`config.mk`:
```
export PLATFORM = sky130hd
export DESIGN_NAME = ioevs_counting
export DESIGN_NICKNAME = d
export VERILOG_FILES = /design/src/rtl/ioevs_pkg.sv /design/src/rtl/ioevs_counting.sv /design/src/rtl/ioevs_mask_match.sv
export SDC_FILE = /design/constraint.sdc
export NUM_CORES = 2
export LEC_CHECK = 0
export BUFFER_PORTS_ARGS = -buffer_cell sky130_fd_sc_hd__buf_4
export CORE_AREA = 5 5 297 299
export CTS_CLUSTER_SIZE = 8
export DETAILED_ROUTE_END_ITERATION = 8
export DIE_AREA = 0 0 302 304
export PLACE_DENSITY = 0.67
export SYNTH_ARGS = -nofsm -noshare
export SYNTH_HDL_FRONTEND = slang
export SYNTH_SLANG_ARGS = --single-unit
```
`constraint.sdc`:
```
create_clock -name clk_sys -period 6.3 [get_ports clk_sys]
set_input_delay 1.26 -clock clk_sys [delete_from_list [all_inputs] [get_ports clk_sys]]
set_output_delay 1.26 -clock clk_sys [all_outputs]
set_load 0.03 [all_outputs]
```
`src/rtl/ioevs_pkg.sv`:
```
// package: constants and carriers for the io unit event select and counting block
package ioevs_pkg;

  localparam int NUM_COUNTERS = 4;
  localparam int NUM_BUSES    = 2;
  localparam int DBG_WIDTH    = 32;
  localparam int INC_WIDTH    = 10;
  localparam int CNT_WIDTH    = 48;
  localparam int SUM_WIDTH    = 13;
  localparam int OCC_WIDTH    = 9;
  localparam int NUM_FC       = 3;
  localparam int NUM_CH       = 4;
  localparam int NUM_QUEUES   = NUM_FC * NUM_CH;
  localparam int NUM_STAGES   = 6;
  localparam int NUM_TARGETS  = 8;

  // event codes
  localparam logic [7:0] EV_MASK_MATCH_AND     = 8'h02;
  localparam logic [7:0] EV_MASK_MATCH_OR      = 8'h03;
  localparam logic [7:0] EV_PAGE_WALK_OCC      = 8'h42;
  localparam logic [7:0] EV_NOTHING            = 8'h80;
  localparam logic [7:0] EV_INBOUND_FULL_REQS  = 8'h85;
  localparam logic [7:0] EV_INBOUND_OUTST_OCC  = 8'h88;
  localparam logic [7:0] EV_INBOUND_PER_TARGET = 8'h8E;
  localparam logic [7:0] EV_OUTBOUND_REQS      = 8'hC2;
  localparam logic [7:0] EV_OUTBOUND_QUEUE_OCC = 8'hC5;
  localparam logic [7:0] EV_OUTBOUND_LINE      = 8'hD0;
  localparam logic [7:0] EV_OUTBOUND_PACKET    = 8'hD1;

  // sub-event bit positions
  localparam int UM_NON_PCIE_DEBUG_BUS            = 0;
  localparam int UM_PCIE_DEBUG_BUS            = 1;
  localparam int UM_NON_PCIE_DEBUG_BUS_NOT_PCIE_DEBUG_BUS   = 2;
  localparam int UM_NON_PCIE_DEBUG_BUS_PCIE_DEBUG_BUS       = 3;
  localparam int UM_NOT_NON_PCIE_DEBUG_BUS_PCIE_DEBUG_BUS   = 4;
  localparam int UM_NOT_NON_PCIE_DEBUG_BUS_NOT_B1 = 5;
  localparam int UM_FROM_REQ_PATH   = 0;
  localparam int UM_FROM_TXN_CTRL   = 1;
  localparam int UM_FROM_CMPL_ALLOC = 2;
  localparam int UM_COMMIT_ALL      = 0;
  localparam int UM_DROP            = 1;
  localparam int UM_TOWARD_DEVICE   = 3;

  // stages that count posted requests only: ownership, line write, data
  localparam logic [NUM_STAGES-1:0] POSTED_ONLY_STAGES = 6'h34;

  // counters on which each group of events may run
  localparam logic [NUM_COUNTERS-1:0] CNT_MASK_MATCH = 4'h3;
  localparam logic [NUM_COUNTERS-1:0] CNT_OCCUPANCY  = 4'hC;
  localparam logic [NUM_COUNTERS-1:0] CNT_ANY        = 4'hF;

  // largest outbound and inbound occupancy increment per cycle
  localparam logic [SUM_WIDTH-1:0] MAX_OUTBOUND_OCC = 13'h0100;
  localparam logic [SUM_WIDTH-1:0] MAX_INBOUND_OCC  = 13'h0200;

  typedef struct packed {
    logic                    enable;
    logic                    clear;
    logic [7:0]              event_code;
    logic [7:0]              umask;
    logic [NUM_FC-1:0]       flow_class_select;
    logic [NUM_CH-1:0]       channel_select;
  } ioevs_ctrl_type;

  typedef struct packed {
    logic [DBG_WIDTH-1:0]    bus;
    logic [DBG_WIDTH-1:0]    mask;
    logic [DBG_WIDTH-1:0]    match;
  } ioevs_debug_type;

  typedef struct packed {
    logic [NUM_QUEUES-1:0][OCC_WIDTH-1:0]  outbound_queue_occupancy;
    logic [NUM_STAGES-1:0][INC_WIDTH-1:0]  stage_total;
    logic [NUM_STAGES-1:0][INC_WIDTH-1:0]  stage_posted;
    logic                                  io_request_path;
    logic                                  inbound_transaction_control;
    logic                                  completion_allocations;
    logic                                  full_request;
    logic                                  drop_request;
    logic [NUM_TARGETS-1:0]                target_hit;
    logic                                  line_done;
    logic                                  line_toward_device;
    logic                                  packet_done;
    logic                                  packet_toward_device;
    logic [INC_WIDTH-1:0]                  page_walk_occupancy;
  } ioevs_pipe_type;

endpackage : ioevs_pkg

```
`src/rtl/ioevs_counting.sv`:
```
// event selection and per-counter increment logic for the io unit counters
`timescale 1ns/10ps
module ioevs_counting
  import ioevs_pkg::*;
(
  input  wire  logic                                  clk_sys,
  input  wire  logic                                  rst_n,
  input  wire  ioevs_ctrl_type [NUM_COUNTERS-1:0]     ctrl,
  input  wire  ioevs_debug_type [NUM_BUSES-1:0]       debug_in,
  input  wire  ioevs_pipe_type                        pipe,
  output logic [NUM_COUNTERS-1:0][INC_WIDTH-1:0]      increment,
  output logic [NUM_COUNTERS-1:0][CNT_WIDTH-1:0]      count
);

  ////////////////////////////////////////////////////////////////////////////////
  // debug bus mask/match

  logic [NUM_BUSES-1:0] and_hit;
  logic [NUM_BUSES-1:0] or_hit;

  genvar b;
  generate
    for (b = 0; b < NUM_BUSES; b++) begin : g_bus
      ioevs_mask_match u_mm (
        .dbg     (debug_in[b]),
        .and_hit (and_hit[b]),
        .or_hit  (or_hit[b])
      );
    end
  endgenerate

  ////////////////////////////////////////////////////////////////////////////////
  // combination select, any selected term counts once
  function automatic logic bus_combo(input logic [1:0] hit, input logic [7:0] um);
    logic [5:0] terms;
    terms[UM_NON_PCIE_DEBUG_BUS]            = hit[0];
    terms[UM_PCIE_DEBUG_BUS]            = hit[1];
    terms[UM_NON_PCIE_DEBUG_BUS_NOT_PCIE_DEBUG_BUS]   = hit[0] & ~hit[1];
    terms[UM_NON_PCIE_DEBUG_BUS_PCIE_DEBUG_BUS]       = hit[0] & hit[1];
    terms[UM_NOT_NON_PCIE_DEBUG_BUS_PCIE_DEBUG_BUS]   = ~hit[0] & hit[1];
    terms[UM_NOT_NON_PCIE_DEBUG_BUS_NOT_B1] = ~hit[0] & ~hit[1];
    return |(terms & um[5:0]);
  endfunction : bus_combo

  ////////////////////////////////////////////////////////////////////////////////
  // per-counter event selection

  logic [NUM_COUNTERS-1:0][INC_WIDTH-1:0] next_increment;
  logic [NUM_COUNTERS-1:0][CNT_WIDTH-1:0] next_count;

  genvar c;
  generate
    for (c = 0; c < NUM_COUNTERS; c++) begin : g_cnt
      logic [SUM_WIDTH-1:0]   out_occ;
      logic [SUM_WIDTH-1:0]   in_occ;
      logic [INC_WIDTH-1:0]   raw_inc;
      logic [NUM_COUNTERS-1:0] allowed;
      logic [7:0]             um;
      // gated increment and next count of this counter
      logic [INC_WIDTH-1:0]   gated_inc;
      logic [CNT_WIDTH-1:0]   summed_count;

      assign um = ctrl[c].umask;

      ////////////////////////////////////////////////////////////////////////////
      // outbound queue sum over the selected flow class and channel
      always_comb begin
        out_occ = '0;
        for (int f = 0; f < NUM_FC; f++) begin
          for (int h = 0; h < NUM_CH; h++) begin
            if (ctrl[c].flow_class_select[f] && ctrl[c].channel_select[h]) begin
              out_occ = out_occ + SUM_WIDTH'(pipe.outbound_queue_occupancy[f*NUM_CH+h]);
            end
          end
        end
        if (out_occ > MAX_OUTBOUND_OCC) begin
          out_occ = MAX_OUTBOUND_OCC;
        end
      end

      ////////////////////////////////////////////////////////////////////////////
      // inbound stage sum, posted-only stages take the posted count
      always_comb begin
        in_occ = '0;
        for (int s = 0; s < NUM_STAGES; s++) begin
          if (um[s]) begin
            if (POSTED_ONLY_STAGES[s]) begin
              in_occ = in_occ + SUM_WIDTH'(pipe.stage_posted[s]);
            end else begin
              in_occ = in_occ + SUM_WIDTH'(pipe.stage_total[s]);
            end
          end
        end
        if (in_occ > MAX_INBOUND_OCC) begin
          in_occ = MAX_INBOUND_OCC;
        end
      end

      ////////////////////////////////////////////////////////////////////////////
      // counters on which the selected event may run
      always_comb begin
        unique case (ctrl[c].event_code)
          EV_MASK_MATCH_AND,
          EV_MASK_MATCH_OR: begin
            allowed = CNT_MASK_MATCH;
          end
          EV_OUTBOUND_QUEUE_OCC: begin
            allowed = CNT_OCCUPANCY;
          end
          EV_INBOUND_OUTST_OCC: begin
            allowed = CNT_OCCUPANCY;
          end
          default: begin
            allowed = CNT_ANY;
          end
        endcase
      end

      ////////////////////////////////////////////////////////////////////////////
      // event decode into the raw increment
      always_comb begin
        raw_inc = '0;
        unique case (ctrl[c].event_code)
          EV_MASK_MATCH_AND: begin
            raw_inc = INC_WIDTH'(bus_combo(and_hit, um));
          end
          EV_MASK_MATCH_OR: begin
            raw_inc = INC_WIDTH'(bus_combo(or_hit, um));
          end
          EV_OUTBOUND_QUEUE_OCC: begin
            raw_inc = um[UM_TOWARD_DEVICE] ? INC_WIDTH'(out_occ) : '0;
          end
          EV_INBOUND_OUTST_OCC: begin
            raw_inc = INC_WIDTH'(in_occ);
          end
          EV_OUTBOUND_REQS: begin
            raw_inc = INC_WIDTH'((um[UM_FROM_REQ_PATH] & pipe.io_request_path)
                               | (um[UM_FROM_TXN_CTRL] & pipe.inbound_transaction_control)
                               | (um[UM_FROM_CMPL_ALLOC] & pipe.completion_allocations));
          end
          EV_INBOUND_FULL_REQS: begin
            raw_inc = INC_WIDTH'((um[UM_COMMIT_ALL] & pipe.full_request)
                               | (um[UM_DROP] & pipe.drop_request));
          end
          EV_INBOUND_PER_TARGET: begin
            raw_inc = INC_WIDTH'(|(um & pipe.target_hit));
          end
          EV_OUTBOUND_LINE: begin
            raw_inc = INC_WIDTH'(um[UM_TOWARD_DEVICE] & pipe.line_done
                               & pipe.line_toward_device);
          end
          EV_OUTBOUND_PACKET: begin
            raw_inc = INC_WIDTH'(um[UM_TOWARD_DEVICE] & pipe.packet_done
                               & pipe.packet_toward_device);
          end
          EV_PAGE_WALK_OCC: begin
            raw_inc = pipe.page_walk_occupancy;
          end
          EV_NOTHING: begin
            raw_inc = '0;
          end
          default: begin
            raw_inc = '0;
          end
        endcase
      end

      ////////////////////////////////////////////////////////////////////////////
      // enable gate and restriction to the allowed counters
      always_comb begin
        gated_inc = '0;
        if (ctrl[c].enable && allowed[c]) begin
          gated_inc = raw_inc;
        end
      end

      ////////////////////////////////////////////////////////////////////////////
      // accumulation, clear wins over the add of the same cycle
      always_comb begin
        summed_count = count[c] + CNT_WIDTH'(increment[c]);
        if (ctrl[c].clear) begin
          summed_count = '0;
        end
      end

      // hand the next values to the shared registers
      assign next_increment[c] = gated_inc;
      assign next_count[c]     = summed_count;
    end
  endgenerate

  ////////////////////////////////////////////////////////////////////////////////
  // registers

  always_ff @(posedge clk_sys or negedge rst_n) begin
    if (!rst_n) begin
      increment <= '0;
      count     <= '0;
    end else begin
      increment <= next_increment;
      count     <= next_count;
    end
  end

endmodule : ioevs_counting

```
`src/rtl/ioevs_mask_match.sv`:
```
// mask/match comparison of one debug bus
`timescale 1ns/10ps
module ioevs_mask_match
  import ioevs_pkg::*;
(
  input  wire ioevs_debug_type dbg,
  output logic                and_hit,
  output logic                or_hit
);

  logic [DBG_WIDTH-1:0] equal_bits;

  assign equal_bits = ~(dbg.bus ^ dbg.match);
  assign and_hit    = &(equal_bits | ~dbg.mask);
  assign or_hit     = |(equal_bits & dbg.mask);

endmodule : ioevs_mask_match

```
# Word level (Yosys, flattened, before mapping)
# Index checks and enable logic that the tools add are counted.
# word_totals
register_bits,232
latchBits,0
ram_bits,0
romBits,0
in_bits,549
output_inout_bits,232
mem_count,0
# op_classes
n_addsub,68
mul,0
n_div,0
order_cmp,8
n_eq_ne,40
shift,0
muxes,100
n_bitwise,82
reduce_logical,76
# ops
operator,count
$mux W13,64
$add A13 B9 Y13,44
$pmux W10 S10,4
$add A13 B10 Y13,20
$eq A8 B8 Y1 const B,28
$mux W10,20
$add A48 B10 Y48,4
$mux W48,4
$not A32 Y32,4
$and A32 B32 Y32,2
$eq A8 B2 Y1 const B,8
$or A32 B32 Y32,2
$reduce_and A32 Y1,2
$reduce_or A32 Y1,2
$xor A32 B32 Y32,2
$gt A13 B10 Y1 const B,4
$gt A13 B9 Y1 const B,4
$logic_and A1 B1 Y1,52
$and A6 B6 Y6,8
$reduce_or A6 Y1,8
$and A1 B1 Y1,44
$mux W9,4
$and A8 B8 Y8,4
$eq A8 B7 Y1 const B,4
other kinds (8),32

# Depth between registers and ports, before layout
# logic_depth
word_depth,29
ltp_mapped,72

# By module
# Synthesis repeated with hierarchy kept, for this count alone.
# hier_totals
hier_cells,4180
hier_area_um2,31975.7
# by_module_without_submodules
mod,instances,cells_each,area_each_um2
ioevs_counting,1,3962,30561.8
ioevs_mask_match,2,109,706.9

# Least setup slack after synthesis
# No wires, ideal clock.
# synth_timing
path_type,in2reg
start,input ctrl[75] (netlist name)
end,register increment[36] (netlist name)
arrival_time_ps,13733
slack_ps,-7559
cell_stages,62
path_buffers,2
cell_sequence,buf_2 > clkbuf_1 > and3_1 > ha_1 > inv_1 > fa_1 > nand2b_1 > a21oi_1 > fa_1 > mux2_2 > ha_1 > a21o_1 > a211oi_1 > nor3_1 > a21oi_1 > inv_1 > ha_1 > o21a_1 > [... 26 more ...] > ha_1 > o21ai_0 > a21boi_0 > o21ai_0 > a21boi_0 > nor2_1 > mux2_2 > ha_1 > a21boi_0 > o21ai_0 > o21bai_1 > maj3_2 > o22ai_2 > nor2_1 > mux2_2 > mux2_2 > and3_1 > a221o_1
# synth_via
elab_chain_len,29
# synth_rtl
element,line,source
"start, declared",ioevs_counting.sv:8,"input wire ioevs_ctrl_type [NUM_COUNTERS-1:0] ctrl,"
$logic_and A1 B1 Y1,ioevs_counting.sv:71,if (ctrl[c].flow_class_select[f] && ctrl[c].channel_select[h]) begin
$mux W9,ioevs_counting.sv:71,
$add A13 B9 Y13,ioevs_counting.sv:72,out_occ = out_occ + SUM_WIDTH'(pipe.outbound_queue_occupancy[f*NUM_CH+h]);
$mux W13,ioevs_counting.sv:71,
$add A13 B9 Y13,ioevs_counting.sv:72,
$mux W13,ioevs_counting.sv:71,
$add A13 B9 Y13,ioevs_counting.sv:72,
$mux W13,ioevs_counting.sv:71,
[... 14 more ...],-,
$add A13 B9 Y13,ioevs_counting.sv:72,
$mux W13 (*),ioevs_counting.sv:71,
$gt A13 B9 Y1,ioevs_counting.sv:76,if (out_occ > MAX_OUTBOUND_OCC) begin
$mux W10 (*),ioevs_counting.sv:76,
$mux W10 (*),ioevs_counting.sv:131,raw_inc = um[UM_TOWARD_DEVICE] ? INC_WIDTH'(out_occ) : '0;
$pmux W10 S10 (*),ioevs_counting.sv:123,unique case (ctrl[c].event_code)
$mux W10 (*),ioevs_counting.sv:172,if (ctrl[c].enable && allowed[c]) begin
named net g_cnt[3].gated_inc[6],ioevs_counting.sv:60,logic [INC_WIDTH-1:0] gated_inc;
"end signal, assigned",ioevs_counting.sv:200,increment <= next_increment;
"end, declared",ioevs_counting.sv:11,"output logic [NUM_COUNTERS-1:0][INC_WIDTH-1:0] increment,"
# The timed path passes the listed nets; every way through them passes the cells marked *.

# Worst setup path after layout
# layout_timing
start,input ctrl[79] (netlist name)
end,register increment[36] (netlist name)
# layout_via
elab_chain_len,29
# layout_rtl
element,line
$logic_and A1 B1 Y1,ioevs_counting.sv:71
$mux W9,ioevs_counting.sv:71
$add A13 B9 Y13,ioevs_counting.sv:72
$mux W13,ioevs_counting.sv:71
$add A13 B9 Y13,ioevs_counting.sv:72
$mux W13,ioevs_counting.sv:71
$add A13 B9 Y13,ioevs_counting.sv:72
$mux W13 (*),ioevs_counting.sv:71
[... 14 more ...],-
$add A13 B9 Y13,ioevs_counting.sv:72
$mux W13 (*),ioevs_counting.sv:71
$gt A13 B9 Y1,ioevs_counting.sv:76
$mux W10 (*),ioevs_counting.sv:76
$mux W10 (*),ioevs_counting.sv:131
$pmux W10 S10 (*),ioevs_counting.sv:123
$mux W10 (*),ioevs_counting.sv:172
named net g_cnt[3].gated_inc[6],ioevs_counting.sv:60
# Marks and branches as above.

==> impl_metrics.ini <==
[floorplanning]
core_sq_um = 84900
num_rows = 107
top_level_ports = 781
die_h_um = 304
initial_core_util_pct = 37.9
die_w_um = 302
dieArea_sq_um = 91800

[finish]
final_cell_mix = buf_4, nor2_1, nand2_1
area_growth_pct = 57.5
drive_gt1_share_pct = 39.5
instances_no_fill = 7136
finalNetCount = 6891
post-route-util_pct = 59.6
final_common_cell = buf_4

[sta]
hold-worst-slack_ps = 550
finClkSkew_ps = 71.5
fin_tns_setup_ps = -112750
slew_viol_final = 0
timing.final.ws_setup_ps = -6560
setup_violations = 20
rsz0062_at_grt = true
hold_viol = 0
min_period_ps = 12860
period_share_pct = 204
slew_headroom_pct = 20.4
timing.fmax_mhz = 77.8
worstMarginPinSlew_ps = 1190

[clocking]
cts_hold_buffers = 0
cts_made_buffers = 36
clk_latency_ps = 580
cts_tree = yes
clk_pin_slew_ps = 50
cts-root-buf = clkbuf_16
cts_sinks = 232
h-tree-depth = 2
clock_path_buffers = 3

[critical_path]
cp.arrival_ps = 13260
crit_slowest_cell = fa_2
end_kind = register
path_class = primary input to register
start_kind = primary input
critPathMaxFanout = 5
required_ps = 6700
max_stage_delay_ps = 450

[global_route]
grtUsageTotal_pct = 28.0
antenna_found_initial = 20
grt-ovfl-total = 0
grt_first_pass_wirelength_um = 206000
grt_max_degree = 122
first_global_vias = 36839

[power]
ir_drop_mv = 0.162
p_leak_nw = 24.8
power_density_nw_per_um2 = 236

[yosys]
syn_area_per_cell_sq_um = 7.56
syn_nets = 5174
yosys.cell_types.count = 100
ys.flop_type = dfrtp_1
synth-async-reset-ratio_pct = 100
synth_edf_count = 0
ys_ff_latch = 232
synth_cells = 4251
netlist_area_sq_um = 32100
seq_area_frac_synth_pct = 18.1
ys_warn_count = 0

[route]
wl_um = 139000
drc = 0
vias_per_cell = 5.38
via_count = 38380
firstDrtPassIters = 6
drtAntennaViolNets = 0
drt_iter0_markers = 2672
post_drt_wl_per_cell_um = 19.4

[placement]
dp_hpwl_um = 115000
gp_congestion = 1.00
placed_cells = 6932
post-place-ws_ps = -7000
portBuffers = 706

[outcome]
status = finished with violations
failed_checks = setup timing

[job]
max_cap_viol_count = 0

[worst_hold_path]
hp-class = register to register
-- registers in the layout, indices dropped and copies added, names as in the netlist --
register / cells
increment: 40
count: 192
-- report_power, final --
| part | internal [W] | switching, W | total (W) | leakage (nW) |
|---|---|---|---|---|
| Sequential | 0.00149 | 0.00000108 | 0.00150 | 3.24 |
| Clock | 0.00105 | 0.000728 | 0.00178 | 0.492 |
| Combinational | 0.00469 | 0.00397 | 0.00866 | 21.0 |
| Total | 0.00724 | 0.00470 | 0.0119 | 24.8 |
-- metal layers --
| metal | global-route usage, % | wire length, um | part of all wire, % |
|---|---|---|---|
| met5 | 0 | 45 | 0.032 |
| met4 | 8.52 | 4800 | 3.5 |
| met3 | 6.58 | 12400 | 9.0 |
| met2 | 45.2 | 62300 | 45 |
| met1 | 37.4 | 59000 | 43 |
-- cells by family (layout without fill, tap and decap cells) --
| kind of cell | after synthesis | after routing | synth area share [%] |
|---|---|---|---|
| buffers and inverters | 444 | 2167 | 5.25 |
| AND/OR/NAND/NOR | 1465 | 1465 | 21.9 |
| other | 0 | 18 | 0 |
| adder cells (fa/ha/maj) | 375 | 375 | 15.4 |
| flip-flops | 232 | 232 | 18.1 |
| multiplexers | 96 | 96 | 3.21 |
| XOR/XNOR | 438 | 438 | 12.3 |
| AO/OA/AOI/OAI | 1201 | 1201 | 23.9 |
-- synth_stat cells (93+ instances only) --
cell type | number | area, sq um
nand2_1 | 392 | 1470
nor2_1 | 441 | 1660
o21ai_0 | 307 | 1540
a21o_1 | 93 | 698
dfrtp_1 | 232 | 5810
clkbuf_1 | 111 | 417
ha_1 | 338 | 4230
xor2_1 | 168 | 1470
xnor2_1 | 260 | 2280
inv_1 | 319 | 1200
a21oi_1 | 285 | 1430
nand3_1 | 120 | 601
-- stage by stage --
stage | power (W) | instance area (sq um)
finish | 0.0119 | 50600
global route | 0.0128 | 50600
CTS | 0.0113 | 49400
detailed placement | 0.00885 | 46600
global placement | 0.00869 | 46600
floorplan | 0.00564 | 33200
-- path summary, 6_finish.rpt --
path / from / to / slack [ps] / cells after the start
max: ctrl[79] / increment[36] / -6560 / 62
min: count[47] / count[47] / 550 / 2
max reg2reg: increment[21] / count[141] / 1660 / 17
min reg2reg: count[47] / count[47] / 550 / 2
max in group asynchronous: rst_n / count[29] / 4300 / 2
min in group asynchronous: rst_n / count[174] / 720 / 1
-- critical path: cells and delay by family --
kind	cells	cell delay, ps
xor gates and xnor gates	3	500
adders and majority gates	13	4110
muxes	4	1130
AOI/OAI and AO/OA	21	3580
buffers and inverters	3	280
and+or+nand+nor	18	2390
-- what timing repair did --
item	in CTS	in global routing
gates resized for setup	205	192
pin swaps	148	160
setup endpoints to repair	20	20
buffers inserted	103	39
-- area by class of cell --
class                      instances  area, sq um
inverter                         322         1210
timing repair buffer            1801        13600
antenna                           18         45.0
clock inverter                     5         82.6
multi-input combinational       3575        27500
clock buffer                      39          932
sequential                       232         5810
tap                             1144         1430
fill                            7442        34300
Power figures use the tool's default switching activity.
